### config.mk
export PLATFORM = sky130hd
export DESIGN_NAME = ca_counter_array
export DESIGN_NICKNAME = d
export VERILOG_FILES = /design/src/hw/ca_pkg.sv /design/src/hw/ca_capture_chan.sv /design/src/hw/ca_counter_array.sv
export VERILOG_INCLUDE_DIRS = /design/src /design/src/hw
export SDC_FILE = /design/constraint.sdc
export NUM_CORES = 1
export LEC_CHECK = 0
export BUFFER_PORTS_ARGS = -buffer_cell sky130_fd_sc_hd__buf_4
export CAP_MARGIN = 5
export CELL_PAD_IN_SITES_DETAIL_PLACEMENT = 0
export CELL_PAD_IN_SITES_GLOBAL_PLACEMENT = 1
export CORE_MARGIN = 4
export CORE_UTILIZATION = 52
export CTS_BUF_LIST = sky130_fd_sc_hd__clkbuf_4 sky130_fd_sc_hd__clkbuf_8
export CTS_CLUSTER_SIZE = 8
export DETAILED_ROUTE_END_ITERATION = 6
export GPL_TIMING_DRIVEN = 0
export PLACE_DENSITY_LB_ADDON = 0.15
export SETUP_SLACK_MARGIN = 0.3
export SYNTH_ARGS = -nofsm -noshare
export SYNTH_HDL_FRONTEND = slang
export SYNTH_HIERARCHICAL = 1
export SYNTH_SLANG_ARGS = --single-unit
### constraint.sdc
create_clock -name clk -period 3 [get_ports clk]
set_clock_uncertainty 0.05 [all_clocks]
set_input_delay 0.3 -clock clk [delete_from_list [all_inputs] [get_ports clk]]
set_output_delay 0.3 -clock clk [all_outputs]
set_load 0.03 [all_outputs]
### src/hw/ca_regs.svh
// Offsets, field positions, reset values and timing counts for the counter array.
// Assumes an 8-bit special-function register port with one-cycle read and write strobes.
// Behaviour
// [RULE1] A qualified capture edge copies the 16-bit counter into that module's capture pair.
// [RULE2] Rise and fall select bits qualify edges; both set means either edge captures.
// [RULE3] Each capture sets the module flag; interrupt only if its flag interrupt is enabled.
// [RULE4] Flags are never cleared by interrupt entry, only by software writing zero.
// [RULE5] With both edge selects set, the capture pin level stays readable by software.
// [RULE6] A capture input level is valid only after two system clocks; shorter pulses ignored.
// [RULE7] Mode bit 7 clear keeps counting in CPU idle; set suspends the counter.
// [RULE8] Mode bit 6 enables watchdog; bit 5 locks that enable until the next reset.
// [RULE9] Mode bits 3..1 select the count source from six choices; two codes reserved.
// [RULE10] Mode bit 0 masks the overflow flag interrupt request.
// [RULE11] External count inputs are synchronised; external edges count at most sysclk/4.
`ifndef CA_REGS_SVH
`define CA_REGS_SVH

// ****************************************
// Register offsets
// ****************************************
`define CA_ADDR_CONTROL   8'hD8
`define CA_ADDR_MODE      8'hD9
`define CA_ADDR_MODREG0   8'hDA
`define CA_ADDR_PINLEVEL  8'hDF
`define CA_ADDR_COUNT_LO  8'hE8
`define CA_ADDR_CAP_LO0   8'hE9
`define CA_ADDR_COUNT_HI  8'hF8
`define CA_ADDR_CAP_HI0   8'hF9

// ****************************************
// Field positions
// ****************************************
`define CA_MODE_IDLE_BIT  7
`define CA_MODE_WDE_BIT   6
`define CA_MODE_LOCK_BIT  5
`define CA_MODE_SRC_HI    3
`define CA_MODE_SRC_LO    1
`define CA_MODE_OVIE_BIT  0
`define CA_CTL_OVF_BIT    7
`define CA_CTL_RUN_BIT    6
`define CA_MOD_RISE_BIT   5
`define CA_MOD_FALL_BIT   4
`define CA_MOD_IE_BIT     0

// ****************************************
// Reset values and timing
// ****************************************
`define CA_MODE_RESET     8'h40
`define CA_MODES          5
`define CA_DIV_SLOW       4'hB
`define CA_EXT_GAP        2'h3
`define CA_OSC_DIV        3'h7

`endif

### src/hw/ca_pkg.sv
// Types shared by the counter array files.
// Assumes nothing beyond the register header.
package ca_pkg;

	// Count source codes, in register order
	typedef enum logic [2:0] {
		CA_SRC_DIV12,
		CA_SRC_DIV4,
		CA_SRC_TIMER0,
		CA_SRC_EXT_FALL,
		CA_SRC_SYSCLK,
		CA_SRC_OSC_DIV8,
		CA_SRC_RSVD6,
		CA_SRC_RSVD7
	} ca_src_t;

endpackage

### src/hw/ca_capture_chan.sv
// One edge-triggered capture module: pin filter, edge qualify, capture register.
// Assumes the pin is asynchronous to clk and the counter value is on clk.
`timescale 1ns/1ps
module ca_capture_chan
	import ca_pkg::*;
(
	// Clock and reset
	input  wire logic        clk,
	input  wire logic        reset,
	input  wire logic        ce,
	// Pin and configuration
	input  wire logic        pin_in,
	input  wire logic        rise_sel,
	input  wire logic        fall_sel,
	input  wire logic [15:0] count_value,
	// Results
	output logic             captured,
	output logic      [15:0] cap_value,
	output logic             level
);

	logic [2:0] sync;
	logic       agree;
	logic       rise;
	logic       fall;

	// ****************************************
	// Pin filter
	// ****************************************
	always_ff @(posedge clk or posedge reset) begin
		if (reset) begin
			sync <= 3'h0;
		end else if (ce) begin
			sync <= {sync[1:0], pin_in};
		end
	end

	// [RULE6] Two-cycle validity
	assign agree = (sync[1] == sync[2]);
	assign rise  = agree && sync[2] && !level;
	assign fall  = agree && !sync[2] && level;

	// [RULE5] Filtered level kept
	always_ff @(posedge clk or posedge reset) begin
		if (reset) begin
			level <= 1'b0;
		end else if (ce && agree) begin
			level <= sync[2];
		end
	end

	// ****************************************
	// Capture
	// ****************************************
	always_ff @(posedge clk or posedge reset) begin
		if (reset) begin
			captured  <= 1'b0;
			cap_value <= 16'h0000;
		end else if (ce) begin
			// [RULE2] Edge qualify
			captured <= (rise && rise_sel) || (fall && fall_sel);
			// [RULE1] Latch counter
			if ((rise && rise_sel) || (fall && fall_sel)) begin
				cap_value <= count_value;
			end
		end
	end

endmodule

### src/hw/ca_counter_array.sv
// Counter array timebase with five edge-triggered capture modules.
// Assumes an 8-bit register port with one-cycle strobes on clk; timer0_ovf is on clk.
`timescale 1ns/1ps
`include "ca_regs.svh"
module ca_counter_array
	import ca_pkg::*;
(
	// Clock and reset
	input  wire logic                  clk,
	input  wire logic                  reset,
	input  wire logic                  ce,
	// Register port
	input  wire logic            [7:0] reg_addr,
	input  wire logic                  reg_wr,
	input  wire logic                  reg_rd,
	input  wire logic            [7:0] reg_wdata,
	output logic                 [7:0] reg_rdata,
	// System inputs
	input  wire logic                  cpu_idle,
	input  wire logic                  timer0_ovf,
	input  wire logic                  external_count_input,
	input  wire logic                  ext_osc_clk,
	input  wire logic [`CA_MODES-1:0]  capture_input_n,
	// Outputs
	output logic                       irq,
	output logic                       watchdog_enable
);

	logic                 idle_suspend;
	logic                 watchdog_enable_lock;
	ca_src_t              count_source_select;
	logic                 overflow_irq_enable;
	logic                 overflow_flag;
	logic                 counter_run;
	logic [`CA_MODES-1:0] capture_flag_n;
	logic [`CA_MODES-1:0] rise_edge_select_n;
	logic [`CA_MODES-1:0] fall_edge_select_n;
	logic [`CA_MODES-1:0] flag_irq_en;
	logic [`CA_MODES-1:0] captured;
	logic [`CA_MODES-1:0] pin_level;
	logic [15:0]          cap_value [`CA_MODES];
	logic [15:0]          count;
	logic [3:0]           div_cnt;
	logic [2:0]           osc_cnt;
	logic [1:0]           ext_gap;
	logic [2:0]           ext_sync [2];
	logic [1:0]           ext_level;
	logic [1:0]           ext_agree;
	logic                 tick;
	logic                 step;
	logic                 ext_fall;
	logic                 osc_rise;
	logic [7:0]           next_rdata;

	// Reset image of the mode register; a bare literal cannot be bit-selected
	localparam logic [7:0] mode_reset = `CA_MODE_RESET;

	// ****************************************
	// External count inputs
	// ****************************************
	// [RULE11] Synchronise and filter
	for (genvar i = 0; i < 2; i++) begin : g_ext
		always_ff @(posedge clk or posedge reset) begin
			if (reset) begin
				ext_sync[i]  <= 3'h0;
				ext_level[i] <= 1'b0;
			end else if (ce) begin
				ext_sync[i] <= {ext_sync[i][1:0], (i == 0) ? external_count_input : ext_osc_clk};
				if (ext_agree[i]) begin
					ext_level[i] <= ext_sync[i][2];
				end
			end
		end
		assign ext_agree[i] = (ext_sync[i][1] == ext_sync[i][2]);
	end

	assign ext_fall = ext_agree[0] && !ext_sync[0][2] && ext_level[0];
	assign osc_rise = ext_agree[1] && ext_sync[1][2] && !ext_level[1];

	// ****************************************
	// Prescalers
	// ****************************************
	always_ff @(posedge clk or posedge reset) begin
		if (reset) begin
			div_cnt <= 4'h0;
		end else if (ce) begin
			div_cnt <= (div_cnt == `CA_DIV_SLOW) ? 4'h0 : div_cnt + 4'h1;
		end
	end

	always_ff @(posedge clk or posedge reset) begin
		if (reset) begin
			osc_cnt <= 3'h0;
		end else if (ce && osc_rise) begin
			osc_cnt <= osc_cnt + 3'h1;
		end
	end

	// [RULE11] Edges closer than four clocks are dropped, capping the rate at sysclk/4
	always_ff @(posedge clk or posedge reset) begin
		if (reset) begin
			ext_gap <= 2'h0;
		end else if (ce) begin
			if (ext_fall && ext_gap == 2'h0) begin
				ext_gap <= `CA_EXT_GAP;
			end else if (ext_gap != 2'h0) begin
				ext_gap <= ext_gap - 2'h1;
			end
		end
	end

	// [RULE9] Source select
	always_comb begin
		case (count_source_select)
			CA_SRC_DIV12:    tick = (div_cnt == `CA_DIV_SLOW);
			CA_SRC_DIV4:     tick = (div_cnt[1:0] == 2'h3);
			CA_SRC_TIMER0:   tick = timer0_ovf;
			CA_SRC_EXT_FALL: tick = ext_fall && (ext_gap == 2'h0);
			CA_SRC_SYSCLK:   tick = 1'b1;
			CA_SRC_OSC_DIV8: tick = osc_rise && (osc_cnt == `CA_OSC_DIV);
			default:         tick = 1'b0;
		endcase
	end

	// [RULE7] Idle suspend
	assign step = counter_run && tick && !(idle_suspend && cpu_idle);

	// ****************************************
	// Counter
	// ****************************************
	always_ff @(posedge clk or posedge reset) begin
		if (reset) begin
			count <= 16'h0000;
		end else if (ce) begin
			if (reg_wr && reg_addr == `CA_ADDR_COUNT_LO) begin
				count[7:0] <= reg_wdata;
			end else if (reg_wr && reg_addr == `CA_ADDR_COUNT_HI) begin
				count[15:8] <= reg_wdata;
			end else if (step) begin
				count <= count + 16'h0001;
			end
		end
	end

	// ****************************************
	// Mode register
	// ****************************************
	always_ff @(posedge clk or posedge reset) begin
		if (reset) begin
			idle_suspend         <= mode_reset[`CA_MODE_IDLE_BIT];
			watchdog_enable      <= mode_reset[`CA_MODE_WDE_BIT];
			watchdog_enable_lock <= mode_reset[`CA_MODE_LOCK_BIT];
			count_source_select  <= ca_src_t'(mode_reset[`CA_MODE_SRC_HI:`CA_MODE_SRC_LO]);
			overflow_irq_enable  <= mode_reset[`CA_MODE_OVIE_BIT];
		end else if (ce && reg_wr && reg_addr == `CA_ADDR_MODE) begin
			idle_suspend        <= reg_wdata[`CA_MODE_IDLE_BIT];
			count_source_select <= ca_src_t'(reg_wdata[`CA_MODE_SRC_HI:`CA_MODE_SRC_LO]);
			overflow_irq_enable <= reg_wdata[`CA_MODE_OVIE_BIT];
			// [RULE8] Lock is sticky until reset
			if (!watchdog_enable_lock) begin
				watchdog_enable      <= reg_wdata[`CA_MODE_WDE_BIT];
				watchdog_enable_lock <= reg_wdata[`CA_MODE_LOCK_BIT];
			end
		end
	end

	// ****************************************
	// Capture modules
	// ****************************************
	for (genvar n = 0; n < `CA_MODES; n++) begin : g_mod
		always_ff @(posedge clk or posedge reset) begin
			if (reset) begin
				rise_edge_select_n[n] <= 1'b0;
				fall_edge_select_n[n] <= 1'b0;
				flag_irq_en[n]        <= 1'b0;
			end else if (ce && reg_wr && reg_addr == `CA_ADDR_MODREG0 + 8'(n)) begin
				rise_edge_select_n[n] <= reg_wdata[`CA_MOD_RISE_BIT];
				fall_edge_select_n[n] <= reg_wdata[`CA_MOD_FALL_BIT];
				flag_irq_en[n]        <= reg_wdata[`CA_MOD_IE_BIT];
			end
		end

		// [RULE3] Set beats software clear
		// [RULE4] Cleared by software only
		always_ff @(posedge clk or posedge reset) begin
			if (reset) begin
				capture_flag_n[n] <= 1'b0;
			end else if (ce) begin
				if (captured[n]) begin
					capture_flag_n[n] <= 1'b1;
				end else if (reg_wr && reg_addr == `CA_ADDR_CONTROL) begin
					capture_flag_n[n] <= reg_wdata[n];
				end
			end
		end

		ca_capture_chan u_chan (
			.clk         (clk),
			.reset       (reset),
			.ce          (ce),
			.pin_in      (capture_input_n[n]),
			.rise_sel    (rise_edge_select_n[n]),
			.fall_sel    (fall_edge_select_n[n]),
			.count_value (count),
			.captured    (captured[n]),
			.cap_value   (cap_value[n]),
			.level       (pin_level[n])
		);
	end

	// ****************************************
	// Control register
	// ****************************************
	always_ff @(posedge clk or posedge reset) begin
		if (reset) begin
			overflow_flag <= 1'b0;
			counter_run   <= 1'b0;
		end else if (ce) begin
			if (reg_wr && reg_addr == `CA_ADDR_CONTROL) begin
				counter_run <= reg_wdata[`CA_CTL_RUN_BIT];
			end
			// Overflow set wins over a same-cycle clear
			if (step && count == 16'hFFFF) begin
				overflow_flag <= 1'b1;
			end else if (reg_wr && reg_addr == `CA_ADDR_CONTROL) begin
				overflow_flag <= reg_wdata[`CA_CTL_OVF_BIT];
			end
		end
	end

	// [RULE10] Overflow mask
	// [RULE3] Flag interrupt gating
	always_ff @(posedge clk or posedge reset) begin
		if (reset) begin
			irq <= 1'b0;
		end else if (ce) begin
			irq <= (overflow_flag && overflow_irq_enable) || |(capture_flag_n & flag_irq_en);
		end
	end

	// ****************************************
	// Read path
	// ****************************************
	always_comb begin
		next_rdata = 8'h00;
		if (reg_addr == `CA_ADDR_CONTROL) begin
			next_rdata = {overflow_flag, counter_run, 1'b0, capture_flag_n};
		end else if (reg_addr == `CA_ADDR_MODE) begin
			next_rdata = {idle_suspend, watchdog_enable, watchdog_enable_lock, 1'b0,
				count_source_select, overflow_irq_enable};
		end else if (reg_addr == `CA_ADDR_PINLEVEL) begin
			// [RULE5] Pin level readable
			next_rdata = {3'h0, pin_level};
		end else if (reg_addr == `CA_ADDR_COUNT_LO) begin
			next_rdata = count[7:0];
		end else if (reg_addr == `CA_ADDR_COUNT_HI) begin
			next_rdata = count[15:8];
		end else begin
			for (int k = 0; k < `CA_MODES; k++) begin
				if (reg_addr == `CA_ADDR_MODREG0 + 8'(k)) begin
					next_rdata = {2'h0, rise_edge_select_n[k], fall_edge_select_n[k],
						3'h0, flag_irq_en[k]};
				end else if (reg_addr == `CA_ADDR_CAP_LO0 + 8'(k)) begin
					next_rdata = cap_value[k][7:0];
				end else if (reg_addr == `CA_ADDR_CAP_HI0 + 8'(k)) begin
					next_rdata = cap_value[k][15:8];
				end
			end
		end
	end

	// Read data is held between reads so a slow reader sees a stable byte
	always_ff @(posedge clk or posedge reset) begin
		if (reset) begin
			reg_rdata <= 8'h00;
		end else if (ce && reg_rd) begin
			reg_rdata <= next_rdata;
		end
	end

endmodule

==> impl_results.md <==
* Sequential Power Share at 0.528
* DRT antenna net count at 0
* DP Area at 10370 um2
* Layout Nets at 1036
* CTS tree: built
* Postcts setup bufs at 0
* Die area at 21050 um2
* Post-Place Cells at 1191
* CP Capture Type: flip-flop
* Largest net degree at the start of global routing at 37
* Detailed-router iteration count before antenna repair at 5
* Vias in the first global route at 7808
* Root buffer cell: clkbuf_8
* Net Sw Frac at 0.3258
* Clock buffer depth at 2
* Final Hold Viols at 0
* Min Hold Slack at 0.03127 ns
* TritonCTS Buffers at 17
* Seq/Total Area, Yosys at 0.4508
* Most frequent cells in the layout: dfrtp_1 (175), nand2_1 (99), mux2_2 (68)
* Syn_area_per_cell at 10.59 um2
* RSZ-0062 raised after global routing: false
* Slew Limit Headroom at 0.3852
* FMAX at 397.0 MHz
* Clk pwr share at 0.305
* Post-synth ARST share at 1.000
* Power per cell area at 508.6 nW/um2
* Sink Count at 176
* Vias per cell at 6.509
* First-pass GRT wire length at 48720 um
* Clock period minus worst slack at 2.519 ns
* Area delta synth->final at 11.05%
* DR iter-0 viols at 1055
* Worst Setup Start Kind: flip-flop
* Most common cell after layout, fill and taps aside: dfrtp_1
* Critical path fanouts, max at 10
* Final Non-Filler Cells at 1231
* GP Congestion at 0.9720
* Synthesized instance count at 923
* Reg clk slew, reported paths at 0.10 ns
* Number of synthesized flops with an enable pin at 0
* Synthesized cell area at 9772 um2
* VDD IR max at 515.1 uV
* Main synth FF type: dfrtp_1
* Fraction of layout instances using a drive strength above 1 at 0.2465
* Vias at 8012
* Final period util at 0.8397
* Worst EP arrival at 2.85 ns
* Switch Pwr at 1.798 mW
* Worst-Margin Slew at 0.9212 ns
* Routed Wire Length at 31730 um
* HPWL after DPL at 22680 um
* H-tree levels at 4
* Io pins at 40
* Fin. max-slew vios at 0
* CP Class: reg2reg
* Clk Latency, worst-skew pair at 0.48 ns
* GR Util All Layers at 0.3007
* CP required at 3.33 ns
* # port buffers at 38
* Ys Warns at 6
* Internal Dissipation at 3.721 mW
* Width of the die at 145.1 um
* #FFs+latches synth at 176
* Remaining global-route overflow at 0
* Netlist cell types at 78
* Status: finished clean
* Post-route cell area at 10850 um2
* Part of the power in combinational logic at 0.166
* Drt wl/cell at 25.78 um
* Power Total at 5.519 mW
* Initial antenna violation count at 0
* Diode count at 0
* Syn nets at 970
* Die Y at 145.1 um
* Endpoints failing setup at 0
* CORE AREA at 18210 um2
* Max-cap violations at 0
* Starting density of the core at 0.5367
* Cell row count at 49
* Hold Crit Class: in2reg
* Residual DRC at 0
* Leak at 4.911 nW
==> stage by stage <==
| step | utilization | setup TNS, ns | setup WS (ns) |
|---|---|---|---|
| 2_1_floorplan | - | 0 | 0.8551 |
| 3_3_place_gp | 0.5681 | -19.76 | -0.2846 |
| 3_5_place_dp | 0.5693 | 0 | 0.3109 |
| 4_1_cts | 0.5956 | 0 | 0.5143 |
| 5_1_grt | 0.5960 | 0 | 0.3856 |
| 6_report | 0.5960 | 0 | 0.4809 |
==> layout make-up <==
class                   count  area, um2
inverters                  38      145.1
fillers                  1610       7357
plain buffers              48      312.8
clock inverters            13      137.6
flip-flops and latches    176       4405
well taps                 229      286.5
repair buffers             47      385.4
clock buffers              19      261.5
multi-input cells         661       4917
==> worst max-delay path, cell delays in order, from the launching register on <==
cell       delay [ns]
dfrtp_1          0.82
ha_1             0.34
and3_1           0.24
o2111ai_1        0.33
nor2_1           0.28
a311oi_1         0.12
a211oi_1         0.25
==> worst paths after layout <==
check,startpoint,endpoint,slack [ns],cells after the start
worst max-delay path,count[1],count[14],0.48,6
worst max register to register,count[1],count[14],0.48,6
min in group asynchronous,reset,reg_rdata[2],0.42,3
max in group asynchronous,reset,g_mod[2].u_chan/cap_value[4],1.72,3
worst min register to register,osc_cnt[0],osc_cnt[0],0.44,1
worst min-delay path,ext_osc_clk,ext_sync[0],0.03,2
==> timing repair <==
| item | in CTS | in global routing |
|---|---|---|
| hold buffers | 8 | 0 |
| gates resized for setup | 0 | 1 |
| endpoints found under the setup margin | 0 | 2 |
| endpoints found under the hold margin | 61 | 0 |
==> cell families after synthesis <==
kind of cell | Yosys count | share of synthesized area
simple gates | 283 | 0.1565
mux | 125 | 0.1598
buf+inv | 86 | 0.04661
flops | 176 | 0.4508
compound gates | 234 | 0.1627
xor+xnor | 2 | 0.001793
fa+ha+maj | 17 | 0.02177
==> state kept, by name, summed over array words and instances, names as in the netlist, 2 cells and up <==
| signal | flops |
|---|---|
| g_mod.u_chan/captured | 5 |
| ext_level | 2 |
| capture_flag_n | 5 |
| g_mod.u_chan/sync | 15 |
| flag_irq_en | 5 |
| ext_gap | 2 |
| g_mod.u_chan/cap_value | 80 |
| ext_sync | 6 |
| count | 16 |
| fall_edge_select_n | 5 |
| count_source_select | 3 |
| g_mod.u_chan/level | 5 |
| reg_rdata | 8 |
| rise_edge_select_n | 5 |
| osc_cnt | 3 |
| div_cnt | 4 |
==> power groups by stage <==
stage | registers (mW) | clock network, mW | logic [mW]
2_1_floorplan | 2.84 | 0 | 0.645
3_3_place_gp | 2.95 | 0 | 0.875
3_5_place_dp | 2.95 | 0 | 0.903
4_1_cts | 2.91 | 1.71 | 0.915
5_1_grt | 2.94 | 1.81 | 1.02
6_report | 2.92 | 1.69 | 0.918
==> Yosys cell counts (all sizes together), types with 2 or more instances <==
cell type	instances	share of area
a211oi	4	0.0031
a21o	11	0.0091
a21oi	48	0.030
a221oi	5	0.0051
a22oi	8	0.0061
a311oi	2	0.0018
a31oi	13	0.0083
a32oi	7	0.0063
and2	6	0.0038
and3	10	0.0064
and4b	5	0.0051
buf	36	0.027
clkbuf	12	0.0046
dfrtp	175	0.45
ha	17	0.022
inv	37	0.014
mux2	113	0.15
mux2i	12	0.012
nand2	99	0.038
nand2b	8	0.0051
nand3	39	0.020
nand3b	10	0.014
nand4	9	0.0058
nand4b	5	0.0045
nand4bb	3	0.0035
nor2	42	0.018
nor2b	7	0.0045
nor3	20	0.010
nor3b	2	0.0015
nor4	3	0.0019
nor4bb	3	0.0031
o2111ai	8	0.0072
o211ai	14	0.011
o21a	2	0.0015
o21ai	62	0.032
o221ai	2	0.0018
o22a	3	0.0027
o22ai	17	0.011
o2bb2ai	3	0.0027
o311ai	5	0.0053
o31ai	7	0.0054
o32ai	4	0.0036
or3	7	0.0050
xnor2	2	0.0018
==> routing by layer <==
layer	vias to the layer above	GRT usage	wire (um)
li1	3550	-	-
met1	3972	0.4462	14140
met2	425	0.4519	13980
met3	65	0.05519	2613
met4	0	0.09022	1001
met5	-	0	0
Power figures use the tool's default switching activity.
